### config.mk
export PLATFORM = sky130hd
export DESIGN_NAME = lp_timer
export DESIGN_NICKNAME = d
export VERILOG_FILES = /design/src/lp_timer_pkg.sv /design/src/lp_timer_sync.sv /design/src/lp_timer_prescaler.sv /design/src/lp_timer.sv
export SDC_FILE = /design/constraint.sdc
export NUM_CORES = 1
export LEC_CHECK = 0
export ABC_AREA = 1
export BUFFER_PORTS_ARGS = -buffer_cell sky130_fd_sc_hd__buf_4
export CAP_MARGIN = 40
export CORE_ASPECT_RATIO = 1.25
export CORE_MARGIN = 1.5
export CORE_UTILIZATION = 40
export DETAILED_ROUTE_END_ITERATION = 10
export SYNTH_ARGS = -nofsm -noshare
export SYNTH_HDL_FRONTEND = slang
export SYNTH_SLANG_ARGS = --single-unit
export TNS_END_PERCENT = 20
### constraint.sdc
create_clock -name i_sys_clk -period 5 [get_ports i_sys_clk]
set_input_delay 1 -clock i_sys_clk [delete_from_list [all_inputs] [get_ports i_sys_clk]]
set_output_delay 1 -clock i_sys_clk [all_outputs]
set_load 0.01 [all_outputs]
### src/lp_timer_pkg.sv
// Purpose: Shared constants for the sixteen-bit timer with LP oscillator
// Assumes: One system clock; byte access strobes come from the CPU side
// Notes:   Control bits arrive as plain ports, no register bus
// What this block does
// - Wide access mode maps the high-byte address onto a holding buffer
// - Wide mode low-byte read copies live high byte into the buffer
// - Wide mode low-byte write loads high byte from buffer simultaneously
// - Wide mode never reads or writes the live high byte directly
// - High-byte write keeps prescaler; low-byte write clears prescaler
// - LP oscillator runs only while its enable bit is set
// - Enabled LP oscillator keeps running in every power-managed mode
// - Clock select 01 clocks CPU and peripherals from LP oscillator unless clock monitor fails
// - Status flag high exactly while LP oscillator supplies system clock
// - Counter counts up, wraps to zero, wrap sets overflow flag
// - Overflow flag forwarded as interrupt request only while enabled
// - Compare special event trigger (mode 1011) resets the counter
// - Special event reset guaranteed only in timer or synchronous mode
// - Software write coinciding with trigger reset wins over the reset
// - Special event reset never sets the overflow flag
// - Second compare unit trigger also starts conversion if ADC enabled
// - Async mode: after update, falling edge arms next counted rising edge
// - Internal source counts per instruction cycle, else rising edges
// - Prescale codes 00..11 divide count clock by 1, 2, 4, 8
// - Sync bypass bit only matters for external clock source
// - Counter counts only while its on bit is set
package lp_timer_pkg;
    localparam int          COUNT_W          = 16;
    localparam int          BYTE_W           = 8;
    localparam int          PRESC_W          = 3;
    localparam int          SEL_W            = 2;
    localparam int          MODE_W           = 4;
    localparam logic [15:0] COUNT_MAX        = 16'hffff;
    localparam logic [15:0] COUNT_ONE        = 16'h0001;
    localparam logic [15:0] COUNT_RESET      = 16'h0000;
    localparam logic [3:0]  MODE_SPECIAL_EVT = 4'hb;
    localparam logic [1:0]  SYSCLK_SEL_LP    = 2'h1;
    localparam int          SRC_PIN          = 0;
    localparam int          SRC_OSC          = 1;
endpackage

### src/lp_timer_sync.sv
// Purpose: Two-flop synchroniser for asynchronous count inputs
// Assumes: Inputs are slow levels from pins or the LP oscillator
// Notes:   Only the second stage leaves this module
`timescale 1ns/1ns
`default_nettype none
module lp_timer_sync #(
    parameter int WIDTH = 2
) (
    input  wire logic             i_sys_clk,
    input  wire logic             i_rst_n,
    input  wire logic             i_clk_en,
    input  wire logic [WIDTH-1:0] i_async,
    output logic      [WIDTH-1:0] o_sync
);
    typedef struct packed {
        logic [WIDTH-1:0] stage1;
        logic [WIDTH-1:0] stage2;
    } sync_state_t;

    sync_state_t st;
    sync_state_t next_st;

    always_comb begin
        next_st        = st;
        next_st.stage1 = i_async;
        next_st.stage2 = st.stage1;
    end

    always_ff @(posedge i_sys_clk) begin
        if (!i_rst_n) begin
            st <= '0;
        end else if (i_clk_en) begin
            st <= next_st;
        end
    end

    assign o_sync = st.stage2;
endmodule
`default_nettype wire

### src/lp_timer_prescaler.sv
// Purpose: Power-of-two input prescaler for the count clock
// Assumes: i_tick is a one-cycle pulse on the system clock
// Notes:   o_tick is combinational from the stored count, i_select and i_tick
`timescale 1ns/1ns
`default_nettype none
module lp_timer_prescaler
    import lp_timer_pkg::*;
(
    input  wire logic             i_sys_clk,
    input  wire logic             i_rst_n,
    input  wire logic             i_clk_en,
    input  wire logic             i_clear,
    input  wire logic [SEL_W-1:0] i_select,
    input  wire logic             i_tick,
    output logic                  o_tick
);
    typedef struct packed {
        logic [PRESC_W-1:0] count;
    } presc_state_t;

    presc_state_t       st;
    presc_state_t       next_st;
    logic [PRESC_W-1:0] last;

    // Divide by 1, 2, 4, 8
    always_comb begin
        last   = PRESC_W'((1 << i_select) - 1);
        o_tick = i_tick && (st.count >= last);
    end

    always_comb begin
        next_st = st;
        if (i_clear) begin
            next_st.count = '0;
        end else if (o_tick) begin
            next_st.count = '0;
        end else if (i_tick) begin
            next_st.count = st.count + PRESC_W'(1);
        end
    end

    always_ff @(posedge i_sys_clk) begin
        if (!i_rst_n) begin
            st <= '0;
        end else if (i_clk_en) begin
            st <= next_st;
        end
    end
endmodule
`default_nettype wire

### src/lp_timer.sv
// Purpose: Sixteen-bit up counter with buffered byte access and LP osc
// Assumes: Byte strobes and control bits are on the system clock
// Notes:   Async mode is approximated on the system clock after sync
`timescale 1ns/1ns
`default_nettype none
module lp_timer
    import lp_timer_pkg::*;
(
    input  wire logic              i_sys_clk,
    input  wire logic              i_rst_n,
    input  wire logic              i_clk_en,
    input  wire logic              i_rd_low,
    input  wire logic              i_rd_high,
    input  wire logic              i_wr_low,
    input  wire logic              i_wr_high,
    input  wire logic [BYTE_W-1:0] i_wdata,
    input  wire logic              i_wide_access_enable,
    input  wire logic              i_counter_on,
    input  wire logic              i_count_source_select,
    input  wire logic              i_ext_sync_bypass,
    input  wire logic [SEL_W-1:0]  i_input_prescale_select,
    input  wire logic              i_lp_osc_enable,
    input  wire logic              i_overflow_irq_enable,
    input  wire logic              i_overflow_flag_clear,
    input  wire logic [SEL_W-1:0]  i_system_clock_select,
    input  wire logic              i_clock_monitor_fail,
    input  wire logic              i_insn_tick,
    input  wire logic              i_ext_clk_pin,
    input  wire logic              i_lp_osc_clk,
    input  wire logic [MODE_W-1:0] i_cmp1_mode,
    input  wire logic              i_cmp1_uses_timer,
    input  wire logic              i_cmp1_match,
    input  wire logic [MODE_W-1:0] i_cmp2_mode,
    input  wire logic              i_cmp2_uses_timer,
    input  wire logic              i_cmp2_match,
    input  wire logic              i_adc_enable,
    output logic [BYTE_W-1:0]      o_rdata,
    output logic [COUNT_W-1:0]     o_count,
    output logic                   o_overflow_irq_flag,
    output logic                   o_overflow_irq_req,
    output logic                   o_lp_osc_enable,
    output logic                   o_sec_run_mode,
    output logic                   o_sysclk_from_lp_osc_flag,
    output logic                   o_adc_start
);
    typedef struct packed {
        logic [COUNT_W-1:0] count;
        logic [BYTE_W-1:0]  hold_buf;
        logic [BYTE_W-1:0]  rdata;
        logic               ovf_flag;
        logic               irq_req;
        logic               osc_en;
        logic               sec_run;
        logic               sysclk_flag;
        logic               adc_start;
        logic               armed;
        logic               prev_src;
    } timer_state_t;

    timer_state_t st;
    timer_state_t next_st;

    logic [1:0] synced;
    logic       ext_level;
    logic       src_rise;
    logic       src_fall;
    logic       async_mode;
    logic       raw_tick;
    logic       presc_tick;
    logic       any_write;
    logic       cmp1_evt;
    logic       cmp2_evt;
    logic       evt_reset;
    logic       wrap;

    ////////////////////////////////////////////////////////////////////////
    // Input synchronisers and prescaler

    lp_timer_sync #(
        .WIDTH (2)
    ) u_sync (
        .i_sys_clk (i_sys_clk),
        .i_rst_n   (i_rst_n),
        .i_clk_en  (i_clk_en),
        .i_async   ({i_lp_osc_clk, i_ext_clk_pin}),
        .o_sync    (synced)
    );

    lp_timer_prescaler u_presc (
        .i_sys_clk (i_sys_clk),
        .i_rst_n   (i_rst_n),
        .i_clk_en  (i_clk_en),
        .i_clear   (i_wr_low),
        .i_select  (i_input_prescale_select),
        .i_tick    (raw_tick),
        .o_tick    (presc_tick)
    );

    ////////////////////////////////////////////////////////////////////////
    // Count source selection

    always_comb begin
        ext_level  = i_lp_osc_enable ? synced[SRC_OSC] : synced[SRC_PIN];
        src_rise   = ext_level && !st.prev_src;
        src_fall   = !ext_level && st.prev_src;
        async_mode = i_count_source_select && i_ext_sync_bypass;
        any_write  = i_wr_low || i_wr_high;
        raw_tick   = 1'b0;
        if (i_counter_on) begin
            if (!i_count_source_select) begin
                raw_tick = i_insn_tick;
            end else if (async_mode) begin
                raw_tick = src_rise && st.armed;
            end else begin
                raw_tick = src_rise;
            end
        end
    end

    // Special event triggers, qualified by compare mode
    always_comb begin
        cmp1_evt  = i_cmp1_match && i_cmp1_uses_timer
                    && (i_cmp1_mode == MODE_SPECIAL_EVT);
        cmp2_evt  = i_cmp2_match && i_cmp2_uses_timer
                    && (i_cmp2_mode == MODE_SPECIAL_EVT);
        // Write wins; async mode drops the reset
        evt_reset = (cmp1_evt || cmp2_evt) && !any_write
                    && !async_mode;
        wrap      = presc_tick && !any_write && !evt_reset
                    && (st.count == COUNT_MAX);
    end

    ////////////////////////////////////////////////////////////////////////
    // Next state

    always_comb begin
        next_st           = st;
        next_st.adc_start = cmp2_evt && i_adc_enable;
        next_st.prev_src  = ext_level;
        next_st.osc_en    = i_lp_osc_enable;
        next_st.sec_run   = (i_system_clock_select == SYSCLK_SEL_LP)
                            && !i_clock_monitor_fail;
        next_st.sysclk_flag = next_st.sec_run;

        if (async_mode && any_write) begin
            next_st.armed = 1'b0;
        end else if (src_fall) begin
            next_st.armed = 1'b1;
        end

        if (i_rd_low) begin
            next_st.rdata = st.count[BYTE_W-1:0];
            if (i_wide_access_enable) begin
                next_st.hold_buf = st.count[COUNT_W-1:BYTE_W];
            end
        end else if (i_rd_high) begin
            next_st.rdata = i_wide_access_enable ? st.hold_buf
                          : st.count[COUNT_W-1:BYTE_W];
        end

        if (any_write) begin
            if (i_wr_high) begin
                if (i_wide_access_enable) begin
                    next_st.hold_buf = i_wdata;
                end else begin
                    next_st.count[COUNT_W-1:BYTE_W] = i_wdata;
                end
            end
            if (i_wr_low) begin
                next_st.count[BYTE_W-1:0] = i_wdata;
                if (i_wide_access_enable) begin
                    next_st.count[COUNT_W-1:BYTE_W] = st.hold_buf;
                end
            end
        end else if (evt_reset) begin
            next_st.count = COUNT_RESET;
        end else if (presc_tick) begin
            next_st.count = st.count + COUNT_ONE;
        end

        // Hardware set wins over software clear
        if (i_overflow_flag_clear) begin
            next_st.ovf_flag = 1'b0;
        end
        if (wrap) begin
            next_st.ovf_flag = 1'b1;
        end
        next_st.irq_req = next_st.ovf_flag && i_overflow_irq_enable;
    end

    always_ff @(posedge i_sys_clk) begin
        if (!i_rst_n) begin
            st <= '0;
        end else if (i_clk_en) begin
            st <= next_st;
        end
    end

    always_comb begin
        o_rdata                   = st.rdata;
        o_count                   = st.count;
        o_overflow_irq_flag       = st.ovf_flag;
        o_overflow_irq_req        = st.irq_req;
        o_lp_osc_enable           = st.osc_en;
        o_sec_run_mode            = st.sec_run;
        o_sysclk_from_lp_osc_flag = st.sysclk_flag;
        o_adc_start               = st.adc_start;
    end

    ////////////////////////////////////////////////////////////////////////
    // Assertions

    a_wrap_sets_flag: assert property (
        @(posedge i_sys_clk) disable iff (!i_rst_n)
        (i_clk_en && wrap) |=> (st.ovf_flag && st.count == COUNT_RESET))
        else $error("wrap did not set overflow flag");

    a_evt_no_flag: assert property (
        @(posedge i_sys_clk) disable iff (!i_rst_n)
        (i_clk_en && evt_reset && !st.ovf_flag)
        |=> (st.count == COUNT_RESET && !st.ovf_flag))
        else $error("event reset wrong or set flag");

    a_write_beats_evt: assert property (
        @(posedge i_sys_clk) disable iff (!i_rst_n)
        (i_clk_en && i_wr_low && (cmp1_evt || cmp2_evt))
        |=> (st.count[BYTE_W-1:0] == $past(i_wdata)))
        else $error("trigger reset overrode write");

    a_rd_low_latch: assert property (
        @(posedge i_sys_clk) disable iff (!i_rst_n)
        (i_clk_en && i_rd_low && i_wide_access_enable && !i_wr_high)
        |=> (st.hold_buf == $past(st.count[COUNT_W-1:BYTE_W])
             && o_rdata == $past(st.count[BYTE_W-1:0])))
        else $error("low read did not latch high byte");

    a_wide_high_isolated: assert property (
        @(posedge i_sys_clk) disable iff (!i_rst_n)
        (i_clk_en && i_wr_high && !i_wr_low && i_wide_access_enable)
        |=> (st.count == $past(st.count) && st.hold_buf == $past(i_wdata)))
        else $error("wide high write touched live count");

    a_irq_gated: assert property (
        @(posedge i_sys_clk) disable iff (!i_rst_n)
        $past(i_clk_en) |-> (o_overflow_irq_req
            == (o_overflow_irq_flag && $past(i_overflow_irq_enable))))
        else $error("irq request not gated by enable");

    a_sysclk_status: assert property (
        @(posedge i_sys_clk) disable iff (!i_rst_n)
        i_clk_en |=> (o_sysclk_from_lp_osc_flag
            == ($past(i_system_clock_select) == SYSCLK_SEL_LP
                && !$past(i_clock_monitor_fail))))
        else $error("sysclk status flag wrong");

    a_async_unarmed: assert property (
        @(posedge i_sys_clk) disable iff (!i_rst_n)
        (i_clk_en && async_mode && !st.armed && !any_write)
        |=> (st.count == $past(st.count)))
        else $error("unarmed async edge was counted");

    a_off_holds: assert property (
        @(posedge i_sys_clk) disable iff (!i_rst_n)
        (i_clk_en && !i_counter_on && !any_write && !evt_reset)
        |=> (st.count == $past(st.count)))
        else $error("count moved while counter off");

    a_adc_start: assert property (
        @(posedge i_sys_clk) disable iff (!i_rst_n)
        i_clk_en |=> (o_adc_start == $past(cmp2_evt && i_adc_enable)))
        else $error("conversion start wrong");
endmodule
`default_nettype wire

# Yosys cells after proc, flatten, opt, wreduce, memory -nomap -nowiden
# Index checks and enable logic that the tools add are counted.
# totals
reg_bits	46
word_cells	85
# classes
n_addsub	3
magnitude_cmp	1
eq_ne	5
shifts	1
n_mux	26
n_reduce_logical	35
# ops
op	count
two-way mux 8 bit	11
two-way mux 16 bit	4
logical AND 1 bit	18
adder 16 x 1 -> 16 bit, second input constant	1
equality test 16 bit, second input constant	1
two-way mux 3 bit	3
equality test 4 bit, second input constant	2
two-way mux 1 bit	8
AND reduction 2 bit	4
logical NOT 1 bit	6
nonzero test 3 bit	2
nonzero test 2 bit	2
adder 3 x 1 -> 3 bit, second input constant	1
greater-or-equal comparator 3 bit	1
AND reduction 3 bit	1
left shift 1 x 2 -> 3 bit, first input constant	1
subtractor 3 x 2 -> 3 bit, second input constant	1
equality test 2 x 1 -> 1 bit, second input constant	1
logical OR 1 bit	2
inequality test 2 bit, second input constant	1

# Longest topological paths before layout
# depth
ltp_word	12
ltp_mapped	14
depth_no_buf	14

# Cells and area by module
# A second synthesis with hierarchy kept.
# unflattened
cells_unflattened	528
area_unflattened_um2	3294.4
# by_module_without_submodules
module	instances	cells_each	area_per_inst_um2	seq_area_each_um2
lp_timer	1	466	2877.8	780.7
lp_timer_prescaler	1	37	250.2	60.1
lp_timer_sync	1	25	166.4	80.1

# Least setup slack after synthesis
# Ideal clock, no wire load.
# synth_path
kind	input to register
start	in i_input_prescale_select[1]
end	reg st (netlist bit o_count[2])
setup_time_ps	112
t_arrival_ps	2361
required_ps	4888
setup_slack_ps	2528
stages	11
n_path_buf	1
cell_sequence	or2_2 > ha_1 > nand3_1 > o211a_1 > nor2_4 > inv_2 > nand2_4 > nand3_4 > buf_6 > nor2_1 > nor2_1
# synth_between
elab_chain_len	6
# synth_lines
item	line	text
from (decl)	lp_timer.sv:21	input wire logic [SEL_W-1:0] i_input_prescale_select,
left shift 1 x 2 -> 3 bit	lp_timer_prescaler.sv:27	last = PRESC_W'((1 << i_select) - 1);
subtractor 3 x 2 -> 3 bit	lp_timer_prescaler.sv:27	
greater-or-equal comparator 3 bit	lp_timer_prescaler.sv:28	o_tick = i_tick && (st.count >= last);
logical AND 1 bit	lp_timer_prescaler.sv:28	
nonzero test 3 bit (no source line)	--	
AND reduction 3 bit (no source line)	--	
to (signal assigned)	lp_timer.sv:195	st <= next_st;
to (decl)	lp_timer.sv:60	timer_state_t st;
# No other way between the ends.
# A chain may end at the register's enable or synchronous reset.

# Final worst setup path
# Same ends and word-level chain as after synthesis.

==> flow_summary.yaml <==
worst_hold_path:
  holdPathEnd: "o_overflow_irq_req"
  holdPathStages: 2
  hold_start: "o_overflow_irq_req"
  hp-class: "register to register"
worst_setup_path:
  max_stage_delay_ns: 0.28
  slowest_stage: "or2_2"
  worstReg2RegEnd: "o_count[10]"
  r2r_start: "o_count[0]"
  critical_path.cell_chain: "buf_4, or2_2, ha_1, nand3_1, o211a_1, nor2_4, inv_2, nand2_4, nand3_4, nand2_1, nand2_1, nor2_1"
  setup.worst_path.end_class: "register"
  rr_worst_depth: 10
  cp-start-kind: "primary input"
  required_ns: 5.25
  worstPathArrival_ns: 2.65
  crit_type: "primary input to register"
  r2r_slack_ns: 3.21
  crit_path_max_fanout: 16
  cp_common_cell: "nand2_1"
global_routing:
  grt_pass1_wl_um: 14400
  busiest_layer: "met2"
  grt_antenna_before_repair: 0
  grtUsageMet3_pct: 3.04
  grt.met2_usage_pct: 38.7
  grt.total_usage_pct: 22.3
  grt_max_degree: 39
  gr-usage-met1_pct: 28.8
  grt_pass1_vias: 2876
  grt_overflow_total: 0
floorplanning:
  std_cell_rows: 36
  ioPinCount: 73
  dieArea_um2: 8460
  die_h_um: 102
  die_x_um: 82.6
  start_util_pct: 40.9
  core_area_um2: 7750
logic_synthesis:
  synth_cells: 467
  synth_cell_type_count: 41
  ys_seq_area_share_pct: 29.1
  synth_area_per_cell_um2: 6.78
  syn-num-nets: 515
  ys_ff_latch: 46
  yosys_warnings: 0
  syn_area_um2: 3170
route:
  drt_iter0_markers: 135
  detail_route.wl_per_cell_um: 15.0
  routed_wl_um: 8960
  ant_nets: 0
  drcViolationCount: 0
  drt-pass1-iter-count: 5
  vias: 3133
  via_per_inst: 5.23
sta:
  rsz0062_at_grt: "no"
  fin_skew_ns: 0.00414
  max_freq_mhz: 417
  hold_viol_final: 0
  post-route-min-period_ns: 2.40
  worst_slew_pin_slew_ns: 0.398
  slew_violations: 0
  fin_crit_sh_pct: 47.9
  fin_setup_tns_ns: 0
  relSlewSlack_pct: 73.4
  final-setup-viol-count: 0
cts:
  postCtsSetupBuffers: 0
  htree_levels: 2
  cts_tree: "built"
  clockBufferDepth: 2
  path_clk_slew_ns: 0.09
  clkSinkCount: 46
  cts_resized: 0
  cts-root-buf: "clkbuf_8"
  numCtsBuffers: 5
  clkLatencyLatePin_ns: 0.30
  hold_buffers: 0
run:
  cap_violations: 0
layout:
  diodes: 0
  drive_above_1_share_pct: 23.8
  syn2layout_area_growth_pct: 14.5
  nets: 551
  fin_util_pct: 46.8
power_and_ir_drop:
  peakVddDrop_mv: 0.153
  leakagePower_nw: 1.65
  powerDensity_nw_per_um2: 241
placement:
  place_hpwl_um: 6760
  io_buffers: 72
  gp_congestion: 0.878
outcome:
  status: "complete, no violations"
worst max-delay path, delay by kind of cell:
kind            cells  cell delay, ns
compound gates      1            0.15
fa+ha+maj           1            0.28
buf+inv             2            0.16
simple gates        8            1.04
worst max-delay path by stage:
stage / start / slack, ns / endpoint
after floorplan: i_input_prescale_select[1] / 2.53 / o_count[2]
after global placement: i_input_prescale_select[1] / 2.32 / o_count[2]
after detailed placement: i_input_prescale_select[1] / 2.29 / o_count[2]
after CTS: i_input_prescale_select[1] / 2.60 / o_count[2]
after global routing: i_input_prescale_select[1] / 2.43 / o_count[6]
final: i_input_prescale_select[1] / 2.60 / o_count[2]
power by group:
part / total (W) / switching [W] / internal (W)
Combinational: 0.000210 / 0.000120 / 0.0000900
Clock: 0.000242 / 0.000131 / 0.000112
Sequential: 0.000422 / 0.0000312 / 0.000391
Total: 0.000874 / 0.000281 / 0.000593
cell families after synthesis:
kind of cell	count (synthesis)	synth area share (%)
AOI/OAI and AO/OA	129	24.3
buffers and inverters	98	15.9
adders and majority gates	5	1.98
DFF	46	29.1
xor gates and xnor gates	8	2.21
and+or+nand+nor	181	26.6
stage by stage:
stage	hold WS [ns]	cell area (um^2)	setup WS, ns	total power [W]	cells
5_1_grt	0.514	3620	2.43	0.000930	599
4_1_cts	0.482	3620	2.60	0.000886	599
3_5_place_dp	0.468	3530	2.29	0.000640	591
6_report	0.476	3620	2.60	0.000874	599
2_1_floorplan	0.449	3170	2.53	0.000573	467
3_3_place_gp	0.457	3530	2.32	0.000637	591
cells in the final DEF (no fill, tap or decap), drive strengths merged, types with 6 or more instances in the layout:
master	count
a211oi	12
a21oi	31
a22oi	6
buf	72
clkbuf	7
dfxtp	46
inv	53
nand2	91
nand3	19
nor2	64
o211ai	14
o21ai	51
o22ai	6
xor2	8
Yosys cell counts, drive strengths merged:
| cell type | n | area [um^2] |
|---|---|---|
| nand2 | 91 | 389 |
| nor2 | 64 | 273 |
| inv | 53 | 201 |
| o21ai | 51 | 263 |
| dfxtp | 46 | 921 |
| buf | 34 | 251 |
| a21oi | 31 | 155 |
| nand3 | 19 | 128 |
| o211ai | 14 | 105 |
| a211oi | 12 | 90.1 |
| clkbuf | 9 | 41.3 |
| xor2 | 8 | 70.1 |
| a22oi | 6 | 45.0 |
| o22ai | 6 | 37.5 |
| ha | 5 | 62.6 |
| a31oi | 3 | 18.8 |
| nor3 | 3 | 25.0 |
| clkinv | 2 | 7.51 |
| nand4 | 2 | 12.5 |
| o311ai | 2 | 17.5 |
| o211a | 1 | 10.0 |
| o21a | 1 | 7.51 |
| o21ba | 1 | 10.0 |
| o221ai | 1 | 8.76 |
| or2 | 1 | 6.26 |
| or3b | 1 | 8.76 |
layout make-up:
| type | count | area [um^2] |
|---|---|---|
| fillers | 891 | 4120 |
| multi-input cells | 323 | 1740 |
| flip-flops and latches | 46 | 921 |
| repair buffers | 72 | 541 |
| inverters | 55 | 209 |
| well taps | 95 | 119 |
| clock buffers | 7 | 86.3 |
| clock inverters | 1 | 5.00 |
state kept, by name, indices dropped and copies added (netlist names):
register / flops
o_overflow_irq_req: 1
o_rdata: 8
o_sysclk_from_lp_osc_flag: 1
st: 10
o_overflow_irq_flag: 1
u_presc.st: 3
o_lp_osc_enable: 1
u_sync.next_st: 2
u_sync.o_sync: 2
o_adc_start: 1
o_count: 16
routing by layer:
layer | vias up | wire [um]
met1 | 1416 | 3960
met3 | 14 | 413
met2 | 104 | 4440
met5 | - | 0
li1 | 1599 | -
met4 | 0 | 148
Power figures use the tool's default switching activity.
